### src/hw/alpr_pkg.sv
// Package for the alarm and lane polarity register slice
package alpr_pkg;

  // --------------------------------------------------------------------------
  // Register indices (byte address is four times the index)
  // --------------------------------------------------------------------------
  localparam logic [7:0] ALPR_IDX_TEMP_THRESH = 8'h1b;
  localparam logic [7:0] ALPR_IDX_CSI_EN = 8'h1c;
  localparam logic [7:0] ALPR_IDX_LIMIT_EN = 8'h1d;
  localparam logic [7:0] ALPR_IDX_BC_EN = 8'h1e;
  localparam logic [7:0] ALPR_IDX_RSVD_1F = 8'h1f;
  localparam logic [7:0] ALPR_IDX_HS_SWAP = 8'h20;
  localparam logic [7:0] ALPR_IDX_LP_SWAP = 8'h21;
  localparam logic [7:0] ALPR_IDX_HS_DBG = 8'h22;
  localparam logic [7:0] ALPR_IDX_LP_DBG = 8'h23;
  localparam logic [7:0] ALPR_IDX_TERM_DBG = 8'h24;
  localparam logic [7:0] ALPR_IDX_RSVD_25 = 8'h25;
  localparam logic [7:0] ALPR_IDX_RSVD_26 = 8'h26;
  localparam logic [7:0] ALPR_IDX_RSVD_27 = 8'h27;
  localparam logic [7:0] ALPR_IDX_ALARM_STAT = 8'h30;
  localparam logic [7:0] ALPR_IDX_ALARM_MASK = 8'h31;

  // --------------------------------------------------------------------------
  // Reset values
  // --------------------------------------------------------------------------
  localparam logic [7:0] ALPR_RST_TEMP_THRESH = 8'h62;
  localparam logic [7:0] ALPR_RST_CSI_EN = 8'h3f;
  localparam logic [7:0] ALPR_RST_ZERO = 8'h00;
  localparam logic [7:0] ALPR_RST_RSVD_25 = 8'h02;

  // --------------------------------------------------------------------------
  // Field positions and writable masks
  // --------------------------------------------------------------------------
  localparam int ALPR_TEMP_HI_LSB = 4;
  localparam int ALPR_TEMP_LO_LSB = 0;
  localparam int ALPR_CLK_LANE_BIT = 4;
  localparam logic [7:0] ALPR_WM_THRESH = 8'h77;
  localparam logic [7:0] ALPR_WM_CSI = 8'h3f;
  localparam logic [7:0] ALPR_WM_LIMIT = 8'h3f;
  localparam logic [7:0] ALPR_WM_BC = 8'h7f;
  localparam logic [7:0] ALPR_WM_ALL = 8'hff;
  localparam logic [7:0] ALPR_WM_HS_SWAP = 8'h1f;
  localparam logic [7:0] ALPR_WM_LOW7 = 8'h7f;
  localparam logic [7:0] ALPR_WM_LOW3 = 8'h07;
  localparam logic [7:0] ALPR_WM_SPLIT = 8'h77;

  // Alarm status bit positions
  localparam int ALPR_ST_CSI = 0;
  localparam int ALPR_ST_LIMIT = 1;
  localparam int ALPR_ST_BC = 2;
  localparam int ALPR_ST_TEMP_HI = 3;
  localparam int ALPR_ST_TEMP_LO = 4;
  localparam logic [7:0] ALPR_WM_MASK = 8'h1f;

  // --------------------------------------------------------------------------
  // Carriers
  // --------------------------------------------------------------------------
  typedef struct packed {
    logic missing_frame_valid;
    logic lane_sync_error;
    logic lane_control_error;
    logic header_double_error;
    logic payload_checksum;
    logic packet_length;
  } alpr_csi_err_t;

  typedef struct packed {
    logic temp_over;
    logic temp_under;
    logic volt1_over;
    logic volt1_under;
    logic volt0_over;
    logic volt0_under;
  } alpr_limit_t;

  typedef struct packed {
    logic clk_p;
    logic clk_n;
    logic [3:0] data_p;
    logic [3:0] data_n;
  } alpr_lanes_t;

endpackage

### src/hw/alpr_regs.sv
// Alarm enable, threshold and lane polarity register slice with Wishbone slave

module alpr_regs
  import alpr_pkg::*;
#(
  parameter int TEMP_W = 3
) (
  // Clock and reset
  input wire logic clk_i,
  input wire logic rst_i,
  // Wishbone slave
  input wire logic cyc_i,
  input wire logic stb_i,
  input wire logic we_i,
  input wire logic [9:0] adr_i,
  input wire logic [3:0] sel_i,
  input wire logic [31:0] dat_i,
  output logic [31:0] dat_o,
  output logic ack_o,
  output logic err_o,
  // Sensor measurement and detected errors
  input wire logic temp_sensor_en_i,
  input wire logic [TEMP_W-1:0] temp_level_i,
  input wire alpr_csi_err_t csi_err_i,
  input wire alpr_limit_t volt_limit_i,
  input wire logic [6:0] bc_err_i,
  // Lanes from the image sensor
  input wire alpr_lanes_t hs_lanes_i,
  input wire alpr_lanes_t lp_lanes_i,
  input wire logic lp_mode_i,
  // Gated alarms and conditioned lanes
  output logic temp_high_flag_o,
  output logic temp_low_flag_o,
  output alpr_csi_err_t csi_alarm_o,
  output alpr_limit_t limit_alarm_o,
  output logic [6:0] bc_alarm_o,
  output alpr_lanes_t lanes_o,
  output logic [6:0] hs_rx_debug_o,
  output logic [6:0] lp_rx_debug_o,
  output logic [3:0] lane_termination_on_o,
  output logic irq_o
);

  // Elaboration check: the comparators and field slices serve three-bit codes only
  if (TEMP_W != 3) begin : g_bad_temp_w
    $error("alpr_regs: temperature fields are three bits wide");
  end

  // --------------------------------------------------------------------------
  // Registers
  // --------------------------------------------------------------------------
  logic [7:0] thresh_reg, csi_en_reg, limit_en_reg, bc_en_reg, rsvd_1f_reg;
  logic [7:0] hs_swap_reg, lp_swap_reg, hs_dbg_reg, lp_dbg_reg, term_reg;
  logic [7:0] rsvd_25_reg, rsvd_26_reg, rsvd_27_reg;
  logic [7:0] stat_reg, mask_reg;
  logic temp_hi_reg, temp_lo_reg;
  logic [7:0] stat_next;
  logic ack_reg;
  logic [31:0] dat_reg;

  // --------------------------------------------------------------------------
  // Bus decode
  // --------------------------------------------------------------------------
  // A request is masked while its answer stands, so ack and err pulse once
  wire logic req = cyc_i && stb_i && !ack_reg && !err_o;
  wire logic [7:0] idx = adr_i[9:2];
  wire logic aligned = (adr_i[1:0] == 2'b00);
  wire logic wr_lane = we_i && sel_i[0];
  wire logic hit_thr = idx == ALPR_IDX_TEMP_THRESH;
  wire logic hit_csi = idx == ALPR_IDX_CSI_EN;
  wire logic hit_lim = idx == ALPR_IDX_LIMIT_EN;
  wire logic hit_bc = idx == ALPR_IDX_BC_EN;
  wire logic hit_1f = idx == ALPR_IDX_RSVD_1F;
  wire logic hit_hs = idx == ALPR_IDX_HS_SWAP;
  wire logic hit_lp = idx == ALPR_IDX_LP_SWAP;
  wire logic hit_hd = idx == ALPR_IDX_HS_DBG;
  wire logic hit_ld = idx == ALPR_IDX_LP_DBG;
  wire logic hit_tm = idx == ALPR_IDX_TERM_DBG;
  wire logic hit_25 = idx == ALPR_IDX_RSVD_25;
  wire logic hit_26 = idx == ALPR_IDX_RSVD_26;
  wire logic hit_27 = idx == ALPR_IDX_RSVD_27;
  wire logic hit_st = idx == ALPR_IDX_ALARM_STAT;
  wire logic hit_mk = idx == ALPR_IDX_ALARM_MASK;
  wire logic mapped = aligned && (hit_thr || hit_csi || hit_lim || hit_bc || hit_1f
    || hit_hs || hit_lp || hit_hd || hit_ld || hit_tm || hit_25 || hit_26
    || hit_27 || hit_st || hit_mk);
  wire logic do_wr = req && mapped && wr_lane;
  wire logic do_rd = req && mapped && !we_i;
  wire logic [7:0] wd = dat_i[7:0];

  wire logic [7:0] rd_mux =
    hit_thr ? thresh_reg : hit_csi ? csi_en_reg : hit_lim ? limit_en_reg :
    hit_bc ? bc_en_reg : hit_1f ? rsvd_1f_reg : hit_hs ? hs_swap_reg :
    hit_lp ? lp_swap_reg : hit_hd ? hs_dbg_reg : hit_ld ? lp_dbg_reg :
    hit_tm ? term_reg : hit_25 ? rsvd_25_reg : hit_26 ? rsvd_26_reg :
    hit_27 ? rsvd_27_reg : hit_st ? stat_reg : hit_mk ? mask_reg : 8'h00;

  // Reserved and read-only bits keep their value; only masked bits change
  function automatic logic [7:0] merge(input logic [7:0] old, input logic [7:0] wm,
                                       input logic [7:0] nv);
    merge = (old & ~wm) | (nv & wm);
  endfunction

  // --------------------------------------------------------------------------
  // Register writes
  // --------------------------------------------------------------------------
  always_ff @(posedge clk_i) begin
    if (rst_i) begin
      // Limit reset values
      thresh_reg <= ALPR_RST_TEMP_THRESH;
      // CSI enables reset
      csi_en_reg <= ALPR_RST_CSI_EN;
      // Limit enables reset
      limit_en_reg <= ALPR_RST_ZERO;
      // Back-channel reset
      bc_en_reg <= ALPR_RST_ZERO;
      rsvd_1f_reg <= ALPR_RST_ZERO;
      // Swap registers reset
      hs_swap_reg <= ALPR_RST_ZERO;
      lp_swap_reg <= ALPR_RST_ZERO;
      hs_dbg_reg <= ALPR_RST_ZERO;
      lp_dbg_reg <= ALPR_RST_ZERO;
      // Termination reset
      term_reg <= ALPR_RST_ZERO;
      rsvd_25_reg <= ALPR_RST_RSVD_25;
      rsvd_26_reg <= ALPR_RST_ZERO;
      rsvd_27_reg <= ALPR_RST_ZERO;
      mask_reg <= ALPR_RST_ZERO;
    end else if (do_wr) begin
      if (hit_thr) thresh_reg <= merge(thresh_reg, ALPR_WM_THRESH, wd);
      if (hit_csi) csi_en_reg <= merge(csi_en_reg, ALPR_WM_CSI, wd);
      if (hit_lim) limit_en_reg <= merge(limit_en_reg, ALPR_WM_LIMIT, wd);
      if (hit_bc) bc_en_reg <= merge(bc_en_reg, ALPR_WM_BC, wd);
      if (hit_1f) rsvd_1f_reg <= wd;
      if (hit_hs) hs_swap_reg <= merge(hs_swap_reg, ALPR_WM_HS_SWAP, wd);
      if (hit_lp) lp_swap_reg <= wd;
      if (hit_hd) hs_dbg_reg <= merge(hs_dbg_reg, ALPR_WM_LOW7, wd);
      if (hit_ld) lp_dbg_reg <= merge(lp_dbg_reg, ALPR_WM_LOW7, wd);
      if (hit_tm) term_reg <= wd;
      if (hit_25) rsvd_25_reg <= merge(rsvd_25_reg, ALPR_WM_SPLIT, wd);
      if (hit_26) rsvd_26_reg <= merge(rsvd_26_reg, ALPR_WM_SPLIT, wd);
      if (hit_27) rsvd_27_reg <= merge(rsvd_27_reg, ALPR_WM_LOW3, wd);
      if (hit_mk) mask_reg <= merge(mask_reg, ALPR_WM_MASK, wd);
    end
  end

  // --------------------------------------------------------------------------
  // Temperature comparison
  // --------------------------------------------------------------------------
  wire logic [TEMP_W-1:0] temp_upper_limit = thresh_reg[ALPR_TEMP_HI_LSB +: TEMP_W];
  wire logic [TEMP_W-1:0] temp_lower_limit = thresh_reg[ALPR_TEMP_LO_LSB +: TEMP_W];

  always_ff @(posedge clk_i) begin
    if (rst_i) begin
      temp_hi_reg <= 1'b0;
      temp_lo_reg <= 1'b0;
    end else begin
      temp_hi_reg <= temp_sensor_en_i && (temp_level_i > temp_upper_limit);
      temp_lo_reg <= temp_sensor_en_i && (temp_level_i < temp_lower_limit);
    end
  end

  // --------------------------------------------------------------------------
  // Named enable fields
  // --------------------------------------------------------------------------
  wire logic missing_frame_valid_alarm_en = csi_en_reg[5];
  wire logic lane_sync_error_alarm_en = csi_en_reg[4];
  wire logic lane_control_error_alarm_en = csi_en_reg[3];
  wire logic header_double_error_alarm_en = csi_en_reg[2];
  wire logic payload_checksum_alarm_en = csi_en_reg[1];
  wire logic packet_length_alarm_en = csi_en_reg[0];
  wire logic temp_over_alarm_en = limit_en_reg[5];
  wire logic temp_under_alarm_en = limit_en_reg[4];
  wire logic volt1_over_alarm_en = limit_en_reg[3];
  wire logic volt1_below_alarm_en = limit_en_reg[2];
  wire logic volt0_over_alarm_en = limit_en_reg[1];
  wire logic volt0_below_alarm_en = limit_en_reg[0];
  // Back-channel enables, target timeout down to link detect
  wire logic bc_target_timeout_alarm_en = bc_en_reg[6];
  wire logic bc_target_fault_alarm_en = bc_en_reg[5];
  wire logic bc_controller_timeout_alarm_en = bc_en_reg[4];
  wire logic bc_controller_fault_alarm_en = bc_en_reg[3];
  wire logic bc_data_fault_alarm_en = bc_en_reg[2];
  wire logic bc_crc_alarm_en = bc_en_reg[1];
  wire logic bc_link_detect_alarm_en = bc_en_reg[0];
  wire logic [6:0] bc_alarm_en = {bc_target_timeout_alarm_en, bc_target_fault_alarm_en,
    bc_controller_timeout_alarm_en, bc_controller_fault_alarm_en, bc_data_fault_alarm_en,
    bc_crc_alarm_en, bc_link_detect_alarm_en};

  // --------------------------------------------------------------------------
  // Alarm gating; detection itself is never touched by the enables
  // --------------------------------------------------------------------------
  // frame-valid gate
  wire logic a_fv = csi_err_i.missing_frame_valid & missing_frame_valid_alarm_en;
  wire logic a_sync = csi_err_i.lane_sync_error & lane_sync_error_alarm_en;
  wire logic a_ctrl = csi_err_i.lane_control_error & lane_control_error_alarm_en;
  wire logic a_hdr = csi_err_i.header_double_error & header_double_error_alarm_en;
  wire logic a_sum = csi_err_i.payload_checksum & payload_checksum_alarm_en;
  wire logic a_len = csi_err_i.packet_length & packet_length_alarm_en;
  wire logic a_tov = temp_hi_reg & temp_over_alarm_en;
  wire logic a_tun = temp_lo_reg & temp_under_alarm_en;
  wire logic a_v1o = volt_limit_i.volt1_over & volt1_over_alarm_en;
  wire logic a_v1u = volt_limit_i.volt1_under & volt1_below_alarm_en;
  wire logic a_v0o = volt_limit_i.volt0_over & volt0_over_alarm_en;
  wire logic a_v0u = volt_limit_i.volt0_under & volt0_below_alarm_en;
  wire logic [6:0] a_bc = bc_err_i & bc_alarm_en;
  wire alpr_csi_err_t csi_gated = '{a_fv, a_sync, a_ctrl, a_hdr, a_sum, a_len};
  wire alpr_limit_t lim_gated = '{a_tov, a_tun, a_v1o, a_v1u, a_v0o, a_v0u};

  // --------------------------------------------------------------------------
  // Lane polarity; the low-power set applies while the lanes are in LP mode
  // --------------------------------------------------------------------------
  // high-speed swap select
  wire logic clock_lane_swap = hs_swap_reg[ALPR_CLK_LANE_BIT];
  wire logic data_lane3_swap = hs_swap_reg[3];
  wire logic data_lane2_swap = hs_swap_reg[2];
  wire logic data_lane1_swap = hs_swap_reg[1];
  wire logic data_lane0_swap = hs_swap_reg[0];
  wire logic [3:0] hs_dat_sw = {data_lane3_swap, data_lane2_swap, data_lane1_swap,
    data_lane0_swap};
  wire logic lp_clock_lane_swap = lp_swap_reg[ALPR_CLK_LANE_BIT];
  wire logic [3:0] lp_data_lane_swap = lp_swap_reg[3:0];
  wire alpr_lanes_t src = lp_mode_i ? lp_lanes_i : hs_lanes_i;
  wire logic clk_sw = lp_mode_i ? lp_clock_lane_swap : clock_lane_swap;
  wire logic [3:0] dat_sw = lp_mode_i ? lp_data_lane_swap : hs_dat_sw;
  // exchange P and N lane by lane
  wire logic [3:0] dat_p_sw, dat_n_sw;
  for (genvar ln = 0; ln < 4; ln++) begin : g_lane
    assign dat_p_sw[ln] = dat_sw[ln] ? src.data_n[ln] : src.data_p[ln];
    assign dat_n_sw[ln] = dat_sw[ln] ? src.data_p[ln] : src.data_n[ln];
  end
  wire alpr_lanes_t lanes_next = '{
    clk_sw ? src.clk_n : src.clk_p,
    clk_sw ? src.clk_p : src.clk_n,
    dat_p_sw,
    dat_n_sw};

  // --------------------------------------------------------------------------
  // Sticky alarm status; a read clears it, but a new event wins
  // --------------------------------------------------------------------------
  logic [7:0] events;
  always_comb begin
    events = 8'h00;
    events[ALPR_ST_CSI] = |csi_gated;
    events[ALPR_ST_LIMIT] = |lim_gated;
    events[ALPR_ST_BC] = |a_bc;
    events[ALPR_ST_TEMP_HI] = temp_hi_reg;
    events[ALPR_ST_TEMP_LO] = temp_lo_reg;
  end
  wire logic stat_rd = do_rd && hit_st;
  // The interrupt follows the next status, so a read clear drops it at once
  wire logic irq_next = |(stat_next & mask_reg);

  always_comb begin
    stat_next = stat_rd ? 8'h00 : stat_reg;
    stat_next = stat_next | events;
  end

  always_ff @(posedge clk_i) begin
    if (rst_i) begin
      stat_reg <= ALPR_RST_ZERO;
    end else begin
      stat_reg <= stat_next;
    end
  end

  // --------------------------------------------------------------------------
  // Bus answer and registered outputs
  // --------------------------------------------------------------------------
  always_ff @(posedge clk_i) begin
    if (rst_i) begin
      ack_reg <= 1'b0;
      err_o <= 1'b0;
      dat_reg <= 32'h0000_0000;
      temp_high_flag_o <= 1'b0;
      temp_low_flag_o <= 1'b0;
      csi_alarm_o <= '0;
      limit_alarm_o <= '0;
      bc_alarm_o <= 7'h00;
      lanes_o <= '0;
      irq_o <= 1'b0;
    end else begin
      ack_reg <= req && mapped;
      err_o <= req && !mapped;
      dat_reg <= (req && mapped && !we_i) ? {24'h000000, rd_mux} : 32'h0000_0000;
      temp_high_flag_o <= temp_hi_reg;
      temp_low_flag_o <= temp_lo_reg;
      csi_alarm_o <= csi_gated;
      limit_alarm_o <= lim_gated;
      bc_alarm_o <= a_bc;
      lanes_o <= lanes_next;
      irq_o <= irq_next;
    end
  end

  assign ack_o = ack_reg;
  assign dat_o = dat_reg;
  assign hs_rx_debug_o = hs_dbg_reg[6:0];
  assign lp_rx_debug_o = lp_dbg_reg[6:0];
  // one termination bit per data lane
  wire logic lane3_termination_on = term_reg[3];
  wire logic lane2_termination_on = term_reg[2];
  wire logic lane1_termination_on = term_reg[1];
  wire logic lane0_termination_on = term_reg[0];
  assign lane_termination_on_o = {lane3_termination_on, lane2_termination_on,
    lane1_termination_on, lane0_termination_on};

endmodule

### config.mk
export PLATFORM = sky130hd
export DESIGN_NAME = alpr_regs
export DESIGN_NICKNAME = d
export VERILOG_FILES = /design/src/hw/alpr_pkg.sv /design/src/hw/alpr_regs.sv
export SDC_FILE = /design/constraint.sdc
export NUM_CORES = 1
export LEC_CHECK = 0
export BUFFER_PORTS_ARGS = -buffer_cell sky130_fd_sc_hd__buf_4
export CORE_AREA = 3 3 81 159
export DETAILED_ROUTE_END_ITERATION = 12
export DIE_AREA = 0 0 84 162
export PLACE_DENSITY = 0.95
export SLEW_MARGIN = 20
export SYNTH_ARGS = -nofsm -noshare
export SYNTH_HDL_FRONTEND = slang
export SYNTH_SLANG_ARGS = --single-unit
### constraint.sdc
create_clock -name clk_i -period 6 [get_ports clk_i]
set_clock_uncertainty 0.2 [all_clocks]
set_input_delay 0.3 -clock clk_i [delete_from_list [all_inputs] [get_ports clk_i]]
set_output_delay 0.3 -clock clk_i [all_outputs]
set_load 0.02 [all_outputs]
# Yosys cells after proc, flatten, opt, wreduce, memory -nomap -nowiden
# Index checks and enable logic that the tools add are counted.
# op_classes
magnitude_cmp,2
eq_ne,15
n_mux,29
bitwise_logic,27
n_reduce_logical,50
# op_table
cell,count
$mux 8,16
$eq 8x6->1 const B,10
$or 8x7->8,6
$eq 8x5->1 const B,5
$reduce_and 2->1,14
$or 8x5->8,3
$or 8x6->8,2
$logic_or 1x1->1,14
$and 1x1->1,12
$logic_and 1x1->1,12
$reduce_or 6->1,2
$mux 1,11
$mux 10,1
$and 8x8->8,1
$or 8x3->8,1
$reduce_or 8->1,1
$and 7x7->7,1
$reduce_or 7->1,1
$logic_not 1->1,4
$mux 4,1
$gt 3x3->1,1
$lt 3x3->1,1
$logic_not 2->1,1
$reduce_or 2->1,1
$not 1->1,1
# totals
regBits,188
in_bits,95
output_inout_bits,84
word_cells,164

# Longest topological paths before layout
# Gate-level depths: netlist of the first run.
# logic_depth
depth_word,23
mapped_depth,8
depth_no_buf,6

# Worst setup path before layout of the first run
# No wires, ideal clock.
# synth_path
path_kind,register to register
startpoint,register err_o
endpoint,register irq_o
setup_time_ns,0.124
t_arrival_ns,1.989
t_required_ns,5.676
setup_slack_ns,3.687
path_stages_with_launch,8
n_path_buf,1
period_less_slack_ns,2.313
cell_sequence,dfxtp_1 -> and4bb_2 -> nand2_1 -> or4_1 -> buf_2 -> a222oi_1 -> nor2_1 -> a2111o_1
# synth_between
elab_chain_cells,9
# synth_rtl
element,line_no,text
from (decl),alpr_regs.sv:20,"output logic err_o,"
from (signal assigned),alpr_regs.sv:284,err_o <= req && !mapped;
$logic_not 1->1,alpr_regs.sv:65,wire logic req = cyc_i && stb_i && !ack_reg && !err_o;
$logic_and 1x1->1,alpr_regs.sv:65,
$logic_and 1x1->1 (2 in series),alpr_regs.sv:88,wire logic do_rd = req && mapped && !we_i;
$logic_and 1x1->1,alpr_regs.sv:250,wire logic stat_rd = do_rd && hit_st;
$mux 8,alpr_regs.sv:255,stat_next = stat_rd ? 8'h00 : stat_reg;
$or 8x5->8,alpr_regs.sv:256,stat_next = stat_next | events;
$and 8x8->8,alpr_regs.sv:252,wire logic irq_next = |(stat_next & mask_reg);
$reduce_or 8->1,alpr_regs.sv:252,
to (signal assigned),alpr_regs.sv:292,irq_o <= irq_next;
to (decl),alpr_regs.sv:41,output logic irq_o
# No other way between the ends.
# A chain may end at the register's enable or synchronous reset.

# Final worst setup path of the first run
# layout_path
startpoint,input port adr_i[2]
endpoint,register thresh_reg[6]
# layout_between
elab_chain_cells,19
word_cells_on_any_way,33
classes_between,15 x eq/ne; 18 x reduce/logical
# layout_rtl
element,line_no,text
from (decl),alpr_regs.sv:15,"input wire logic [9:0] adr_i,"
$eq 8x5->1 (on tied branches),"alpr_regs.sv:69, alpr_regs.sv:70",
$logic_or 1x1->1 (4 in series),alpr_regs.sv:84,wire logic mapped = aligned && (hit_thr || hit_csi || hit_lim || hit_bc || hit_1f
$logic_or 1x1->1 (7 in series),alpr_regs.sv:85,|| hit_hs || hit_lp || hit_hd || hit_ld || hit_tm || hit_25 || hit_26
$logic_or 1x1->1 (3 in series),alpr_regs.sv:86,|| hit_27 || hit_st || hit_mk);
$logic_and 1x1->1,alpr_regs.sv:84,
$logic_and 1x1->1 (2 in series),alpr_regs.sv:87,wire logic do_wr = req && mapped && wr_lane;
$reduce_and 2->1 (no source line) *,--,
to (signal assigned),alpr_regs.sv:130,"if (hit_thr) thresh_reg <= merge(thresh_reg, ALPR_WM_THRESH, wd);"
to (decl),alpr_regs.sv:52,"logic [7:0] thresh_reg, csi_en_reg, limit_en_reg, bc_en_reg, rsvd_1f_reg;"
# Mark *: on every way between the ends. The rest lies on a longest branch, timed or not.

==> results.md, run 1 <==
- Grt met1 use: 34.37%
- Fmax: 351.9 MHz
- Hpwl dp: 13800 um
- Pwr Density: 272.7 nW/um^2
- CTS max path bufs: 2
- CP Data Arrival Time: 2.96 ns
- Most common library cell in the layout ignoring fill and taps: dfxtp_1
- CTS Sinks: 140
- Die ar.: 13610 um^2
- Leak: 3.368 nW
- Final core utilization: 70.00%
- Setup violations, final: 0
- Worst-path fanout max: 50
- Cell variety after synth: 71
- Critical path data required time: 6.12 ns
- Number of max-cap violations: 0
- Most frequent cells in the layout: dfxtp_1 (140), buf_4 (132), nand2_1 (104), a21oi_1 (77), nor2_1 (74)
- #FFs+latches synth: 140
- Via density: 6.315
- Busiest grt layer: met2
- Max_slew headroom: 45.85%
- VDD IR max: 0.2152 mV
- Antenna cells: 0
- Pwr Total: 2.261 mW
- Sequential area share after synthesis: 42.27%
- Grt met2 use: 51.02%
- WHS: 0.03501 ns
- Top Ports: 179
- DIE WIDTH: 84 um
- # resized after CTS: 0
- TritonCTS clock tree: done
- WL/cell: 20.33 um
- Die height: 162 um
- RSZ-0062 raised after global routing: false
- RePlAce Congestion: 0.9665
- Final Hold Viols: 0
- Mean Syn Cell Area: 8.622 um^2
- Post-Route WL: 21080 um
- Nets: 980
- Cell count after synthesis: 769
- Cell Area, Synth: 6630 um^2
- Largest net degree at the start of global routing: 71
- Htree depth: 4
- Main synth FF type: dfxtp_1
- Starting Density: 55.99%
- Layout cell share with drive strength beyond 1: 21.97%
- Placed cell area: 7470 um^2
- Port bufs: 125
- Fin area: 8289 um^2
- EDFF count, synth: 0
- Outcome: completed
- Final Cycle Share: 47.36%
- Antenna violations before repair: 0
- First-pass GRT wire length: 33150 um
- Met3 Use GR: 6.091%
- GRT overflow: 0
- Iter 0 DRT Violations: 971
- Number of flip-flops in the largest register: 10
- CP endpoint kind: flip-flop
- Ys Warns: 0
- Kind of path behind the tightest hold check: input pin to flip-flop
- Vias after detailed routing: 6549
- Layout Area Growth over Synthesis: 25.02%
- Setup CP Type: input pin to flip-flop
- Setup Buffers After CTS: 0
- Setup_tns: 0 ns
- Crit path launch type: input pin
- Gr usage total: 30.95%
- Fin crit period: 2.842 ns
- Top reg by flops: lanes_o
- Slew Viols, Final: 0
- Post-DRT Antenna Nets: 0
- FP Rows: 56
- Clock Pin Slew Worst Setup and Hold Paths: 0.06 ns
- Root Driver: clkbuf_16
- Number of global-route vias before repair: 6393
- Drc violations: 0
- TritonCTS Buffers: 17
- Core Region: 11840 um^2
- Worst slew pin tran: 0.8056 ns
- FFs w/ async S/R, synth: 0%
- First-pass detailed-route iteration total: 9
- Clock Latency Late Sink: 0.43 ns
[Yosys cell counts (3+ instances only)]
| library cell | n | area (um^2) |
|---|---|---|
| buf_2 | 7 | 35.03 |
| o22ai_1 | 6 | 37.54 |
| buf_4 | 28 | 210.2 |
| buf_1 | 4 | 15.01 |
| mux2_2 | 8 | 90.09 |
| nand4_1 | 3 | 18.77 |
| ha_1 | 5 | 62.56 |
| a21oi_1 | 77 | 385.4 |
| mux4_2 | 10 | 225.2 |
| o21ai_0 | 11 | 55.05 |
| nor2_1 | 74 | 277.8 |
| nor2b_1 | 15 | 93.84 |
| a22oi_1 | 6 | 45.04 |
| and2_1 | 7 | 43.79 |
| inv_1 | 11 | 41.29 |
| nand2b_1 | 3 | 18.77 |
| a22o_1 | 4 | 35.03 |
| nand3b_1 | 8 | 60.06 |
| dfxtp_1 | 140 | 2803 |
| nand3_1 | 62 | 310.3 |
| a21o_1 | 3 | 22.52 |
| nor3b_1 | 3 | 22.52 |
| and3_1 | 7 | 43.79 |
| a31oi_1 | 5 | 31.28 |
| clkbuf_1 | 43 | 161.4 |
| nand2_1 | 104 | 390.4 |
| mux2i_1 | 49 | 490.5 |
| o2bb2ai_1 | 3 | 26.28 |
| nor3_1 | 4 | 20.02 |
| a211o_1 | 5 | 43.79 |
[final timing paths]
kind | startpoint | to | slack [ns] | cells after the start
worst max register to register | ack_o | mask_reg[4] | 3.42 | 5
worst max-delay path | adr_i[2] | thresh_reg[6] | 3.16 | 7
worst min-delay path | dat_i[6] | rsvd_25_reg[6] | 0.04 | 3
worst min register to register | rsvd_25_reg[6] | rsvd_25_reg[6] | 0.25 | 2
[where the power goes]
| group | internal (mW) | switching, mW | total [mW] |
|---|---|---|---|
| clock network | 0.707 | 0.413 | 1.12 |
| registers | 0.938 | 0.00327 | 0.942 |
| logic | 0.0768 | 0.122 | 0.199 |
| total | 1.72 | 0.539 | 2.26 |
[metrics by stage]
step	std cells	setup slack [ns]
3_3_place_gp	987	2.950
4_1_cts	1037	3.260
3_5_place_dp	987	2.923
2_1_floorplan	792	3.687
5_1_grt	1037	3.052
6_report	1037	3.158
[per-layer routing]
metal  vias to the layer above  wire length (um)
met4                         0              1833
li1                       2886                 -
met2                       528             10210
met1                      2968              7100
met5                         -                 0
met3                       167              1937
[critical path: stages]
cell and delay, ns:
buf_4 0.53, nand2_1 0.40, nor2_1 0.49, nand3_1 0.22, nor2_1 0.59, nor2_1 0.12
a211o_1 0.29
[layout make-up]
type	instances	area (um^2)
Clock buffer	18	439.2
Clock inverter	13	190.2
Fill cell	833	3552
Inverter	12	45.04
Multi-Input combinational cell	558	3450
Sequential cell	140	2803
Tap cell	145	181.4
Timing Repair Buffer	151	1181
[cell families (layout without fill, tap and decap cells)]
| logic type | Yosys count | in the layout | share of synthesized area [%] |
|---|---|---|---|
| other | 1 | 24 | 0.05656 |
| adders and majority gates | 5 | 5 | 0.9436 |
| AOI/OAI and AO/OA | 150 | 150 | 14.25 |
| and+or+nand+nor | 312 | 312 | 23.29 |
| DFF | 140 | 140 | 42.27 |
| muxes | 67 | 67 | 12.15 |
| buffers and inverters | 94 | 194 | 7.039 |
[what timing repair did]
item,in CTS,in global routing
hold buffers,19,0
setup endpoints to repair,0,0
hold endpoints to repair,21,0
(Power assumes the default switching activity.)
==> inputs of run 2 (changes only) <==
--- a/config.mk
+++ b/config.mk
@@ -5,11 +5,12 @@
 export SDC_FILE = /design/constraint.sdc
 export NUM_CORES = 1
 export LEC_CHECK = 0
+export ABC_AREA = 1
 export BUFFER_PORTS_ARGS = -buffer_cell sky130_fd_sc_hd__buf_4
-export CORE_AREA = 3 3 81 159
+export CORE_AREA = 3 3 81 160
 export DETAILED_ROUTE_END_ITERATION = 12
-export DIE_AREA = 0 0 84 162
-export PLACE_DENSITY = 0.95
+export DIE_AREA = 0 0 84 163
+export PLACE_DENSITY = 0.9
 export SLEW_MARGIN = 20
 export SYNTH_ARGS = -nofsm -noshare
 export SYNTH_HDL_FRONTEND = slang
==> constraint.sdc (replaced) <==
create_clock -name clk_i -period 2.65 [get_ports clk_i]
set_clock_uncertainty 0.2 [all_clocks]
set_input_delay 0.1325 -clock clk_i [delete_from_list [all_inputs] [get_ports clk_i]]
set_output_delay 0.1325 -clock clk_i [all_outputs]
set_load 0.02 [all_outputs]
==> run 2 against run 1 <==
Effect of this change:
- clock-buffer cell count is 1 lower
- routed wire length up 12%
- synthesized cell count rose by 7.7%
- highest routed layer unchanged
- area after synthesis decreased by 7.1%
- via count is 11% higher
==> results.md, run 2 <==
- Slew Viols, Final: 0 (unchanged)
- Core Region: 11840 um^2 (unchanged)
- Setup_tns: 0 ns (unchanged)
- First-pass detailed-route iteration total: 9 (unchanged)
- Post-DRT Antenna Nets: 0 (unchanged)
- Synth top cells by count: nand2_1 (170), dfxtp_1 (140), a21oi_1 (95), o21ai_0 (82), nor2_1 (71) (was dfxtp_1 (140), nand2_1 (104), a21oi_1 (77), nor2_1 (74), nand3_1 (62))
- CP endpoint kind: flip-flop (unchanged)
- Drc violations: 0 (unchanged)
- Root Driver: clkbuf_16 (unchanged)
- Gate power share: 8.1% (was 8.8%)
- Crit path launch type: input pin (unchanged)
- Clock Pin Slew Worst Setup and Hold Paths: 0.06 ns (about the same)
- Via density: 6.077 (was 6.315)
- Cell Area, Synth: 6161 um^2 (was 6630 um^2)
- Proportion of power drawn by the clock network: 51.1% (was 49.6%)
- Slowest-stage cell, CP: dlygate4sd3_1 (was nor2_1)
- Antenna cells: 0 (unchanged)
- Setup violations, final: 0 (unchanged)
- WL/cell: 19.71 um (was 20.33 um)
- Fmax: 397.4 MHz
- Die height: 163 um (was 162 um)
- P_sw: 1.307 mW (was 0.5386 mW)
- Kind of path behind the tightest hold check: input pin to flip-flop (unchanged)
- Pwr Density: 605.4 nW/um^2 (was 272.7 nW/um^2)
- Yosys top cell area share: 45.49% (was 42.27%)
- Top reg by flops: lanes_o (unchanged)
- Leak: 4.016 nW (was 3.368 nW)
- TritonCTS clock tree: done (unchanged)
- Antenna violations before repair: 0 (unchanged)
- Top cells by area, synth: dfxtp_1 (45%), nand2_1 (10%), a21oi_1 (7.7%), o21ai_0 (6.7%), nor2_1 (4.3%) (was dfxtp_1 (42%), mux2i_1 (7.4%), nand2_1 (5.9%), a21oi_1 (5.8%), nand3_1 (4.7%))
- TritonCTS Buffers: 17 (unchanged)
- Gr usage total: 33.76% (was 30.95%)
- FFs w/ async S/R, synth: 0% (unchanged)
- Final Hold Viols: 0 (unchanged)
- Worst Hold Launch: sel_i[0] (was dat_i[6])
- Number of max-cap violations: 0 (unchanged)
- Slowest stage delay, CP: 0.57 ns (was 0.59 ns)
- Worst slew pin tran: 0.6820 ns (was 0.8056 ns)
- Post-Route WL: 23540 um (was 21080 um)
- Most frequent cells in the layout: nand2_1 (170), buf_4 (142), dfxtp_1 (140), a21oi_1 (95), dlygate4sd3_1 (84) (was dfxtp_1 (140), buf_4 (132), nand2_1 (104), a21oi_1 (77), nor2_1 (74))
- RR Startpoint: ack_o (unchanged)
- Most common library cell in the layout ignoring fill and taps: nand2_1 (was dfxtp_1)
- GRT overflow: 0 (unchanged)
- Int Power: 3.918 mW (was 1.722 mW)
- Iter 0 DRT Violations: 1180 (was 971)
- Port bufs: 125 (unchanged)
- Beginning of the critical path: adr_i[9] (was adr_i[2])
- Switch share: 25.02% (was 23.82%)
- Htree depth: 4 (unchanged)
- Outcome: completed (unchanged)
- Clock Latency Late Sink: 0.43 ns (about the same)
- Setup CP Type: input pin to flip-flop (unchanged)
- CTS Sinks: 140 (unchanged)
- EDFF count, synth: 0 (unchanged)
- Ys Warns: 0 (unchanged)
- Max_slew headroom: 54.48% (was 45.85%)
- Cells along the critical path: buf_4 > nor2_2 > nand3_2 > nor2_1 > nor2_1 > nand4_2 > nand3_2 > inv_2 > nand3_4 > buf_12 > nor2_4 > a21oi_1 > dlygate4sd3_1 > o21ai_1 (was buf_4 > nand2_1 > nor2_1 > nand3_1 > nor2_1 > nor2_1 > a211o_1)
- VDD IR max: 0.5522 mV (was 0.2152 mV)
- Sequential area share after synthesis: 45.49% (was 42.27%)
- Starting Density: 52.03% (was 55.99%)
- Vias after detailed routing: 7256 (was 6549)
- Mean Syn Cell Area: 7.441 um^2 (was 8.622 um^2)
- Placed cell area: 7132 um^2 (was 7470 um^2)
- CTS max path bufs: 2 (unchanged)
- Number of flip-flops in the largest register: 10 (unchanged)
- Nets: 1136 (was 980)
- Fin area: 8631 um^2 (was 8289 um^2)
- Die ar.: 13690 um^2 (was 13610 um^2)
- Sequential power share: 40.8% (was 41.7%)
- Largest net degree at the start of global routing: 35 (was 71)
- First-pass GRT wire length: 36360 um (was 33150 um)
- Number of global-route vias before repair: 7066 (was 6393)
- Most frequent cell after synthesis: nand2_1 (was dfxtp_1)
- Fin crit period: 2.516 ns
- Critical path data required time: 2.81 ns (was 6.12 ns)
- Cell count after synthesis: 828 (was 769)
- Layout cell share with drive strength beyond 1: 19.92% (was 21.97%)
- Hpwl dp: 12910 um (was 13800 um)
- Main synth FF type: dfxtp_1 (unchanged)
- DIE WIDTH: 84 um (unchanged)
- RSZ-0062 raised after global routing: false (unchanged)
- Cell variety after synth: 36 (was 71)
- #FFs+latches synth: 140 (unchanged)
- Top cell type by total area after synthesis: dfxtp_1 (unchanged)
- Layout Area Growth over Synthesis: 40.09% (was 25.02%)
- Worst-path fanout max: 13 (was 50)
- Final Cycle Share: 94.96%
- Top Ports: 179 (unchanged)
- RePlAce Congestion: 0.9865 (was 0.9665)
- FP Rows: 56 (unchanged)
- CP Data Arrival Time: 2.67 ns (was 2.96 ns)
## run 2: final timing paths
check                                      to  slack, ns  cells past startpoint
worst max-delay path            thresh_reg[5]       0.13                     14
worst min-delay path              mask_reg[3]       0.03                      3
worst max register to register  thresh_reg[5]       0.22                      9
worst min register to register    stat_reg[5]       0.27                      2
## run 2: final cells by class
| cell class | count | area, um^2 |
|---|---|---|
| clock inverters | 15 | 222.7 |
| inverters | 68 | 255.2 |
| flip-flops and latches | 140 | 2803 |
| fillers | 724 | 3211 |
| repair buffers | 227 | 1927 |
| clock buffers | 17 | 425.4 |
| well taps | 145 | 181.4 |
| multi-input cells | 582 | 2816 |
## run 2: power by group through the flow
stage	registers (mW)	logic [mW]	clock network [mW]
after floorplan	2.20	0.171	0
after global placement	2.18	0.309	0
after detailed placement	2.18	0.314	0
after CTS	2.13	0.397	2.62
after global routing	2.13	0.446	2.74
final	2.13	0.424	2.67
## run 2: kinds of logic after synthesis
family	count (synthesis)	share of synthesized area (%)
buffers and inverters	129	10.36
other	1	0.06087
adders and majority gates	5	1.015
AOI/OAI and AO/OA	233	19.98
and+or+nand+nor	320	23.09
DFF	140	45.49
## run 2: metal layers
| metal | track usage (%) | wire, um | vias up |
|---|---|---|---|
| met3 | 8.304 | 2573 | 213 |
| met4 | 26.72 | 2118 | 0 |
| li1 | - | - | 3134 |
| met1 | 36.29 | 7742 | 3236 |
| met2 | 55.84 | 11100 | 673 |
| met5 | 0 | 0 | - |
## run 2: per-stage QoR
stage               utilization (%)  hold WS (ns)  cells  setup WS (ns)  power [mW]
finish                        72.89       0.02673   1194         0.1336       5.225
global route                  72.89       0.05279   1194       0.003223       5.319
CTS                           72.80       0.01903   1194         0.2254       5.148
detailed placement            60.23        0.1726   1078         0.3325       2.491
global placement              60.23        0.1676   1078         0.3883       2.485
floorplan                         -       0.06512    851         0.7210       2.367
## run 2: what timing repair did
action / CTS / global route
hold buffers: 84 / 0
hold endpoints to repair: 61 / 0
gates resized for setup: 0 / 2
endpoints found under the setup margin: 0 / 5
setup buffers: 0 / 0
## run 2: worst max-delay path: cells and delay by family
family                 cells  cell delay (ns)
AOI/OAI and AO/OA          2             0.18
and+or+nand+nor            8             1.35
buffers and inverters      4             0.99
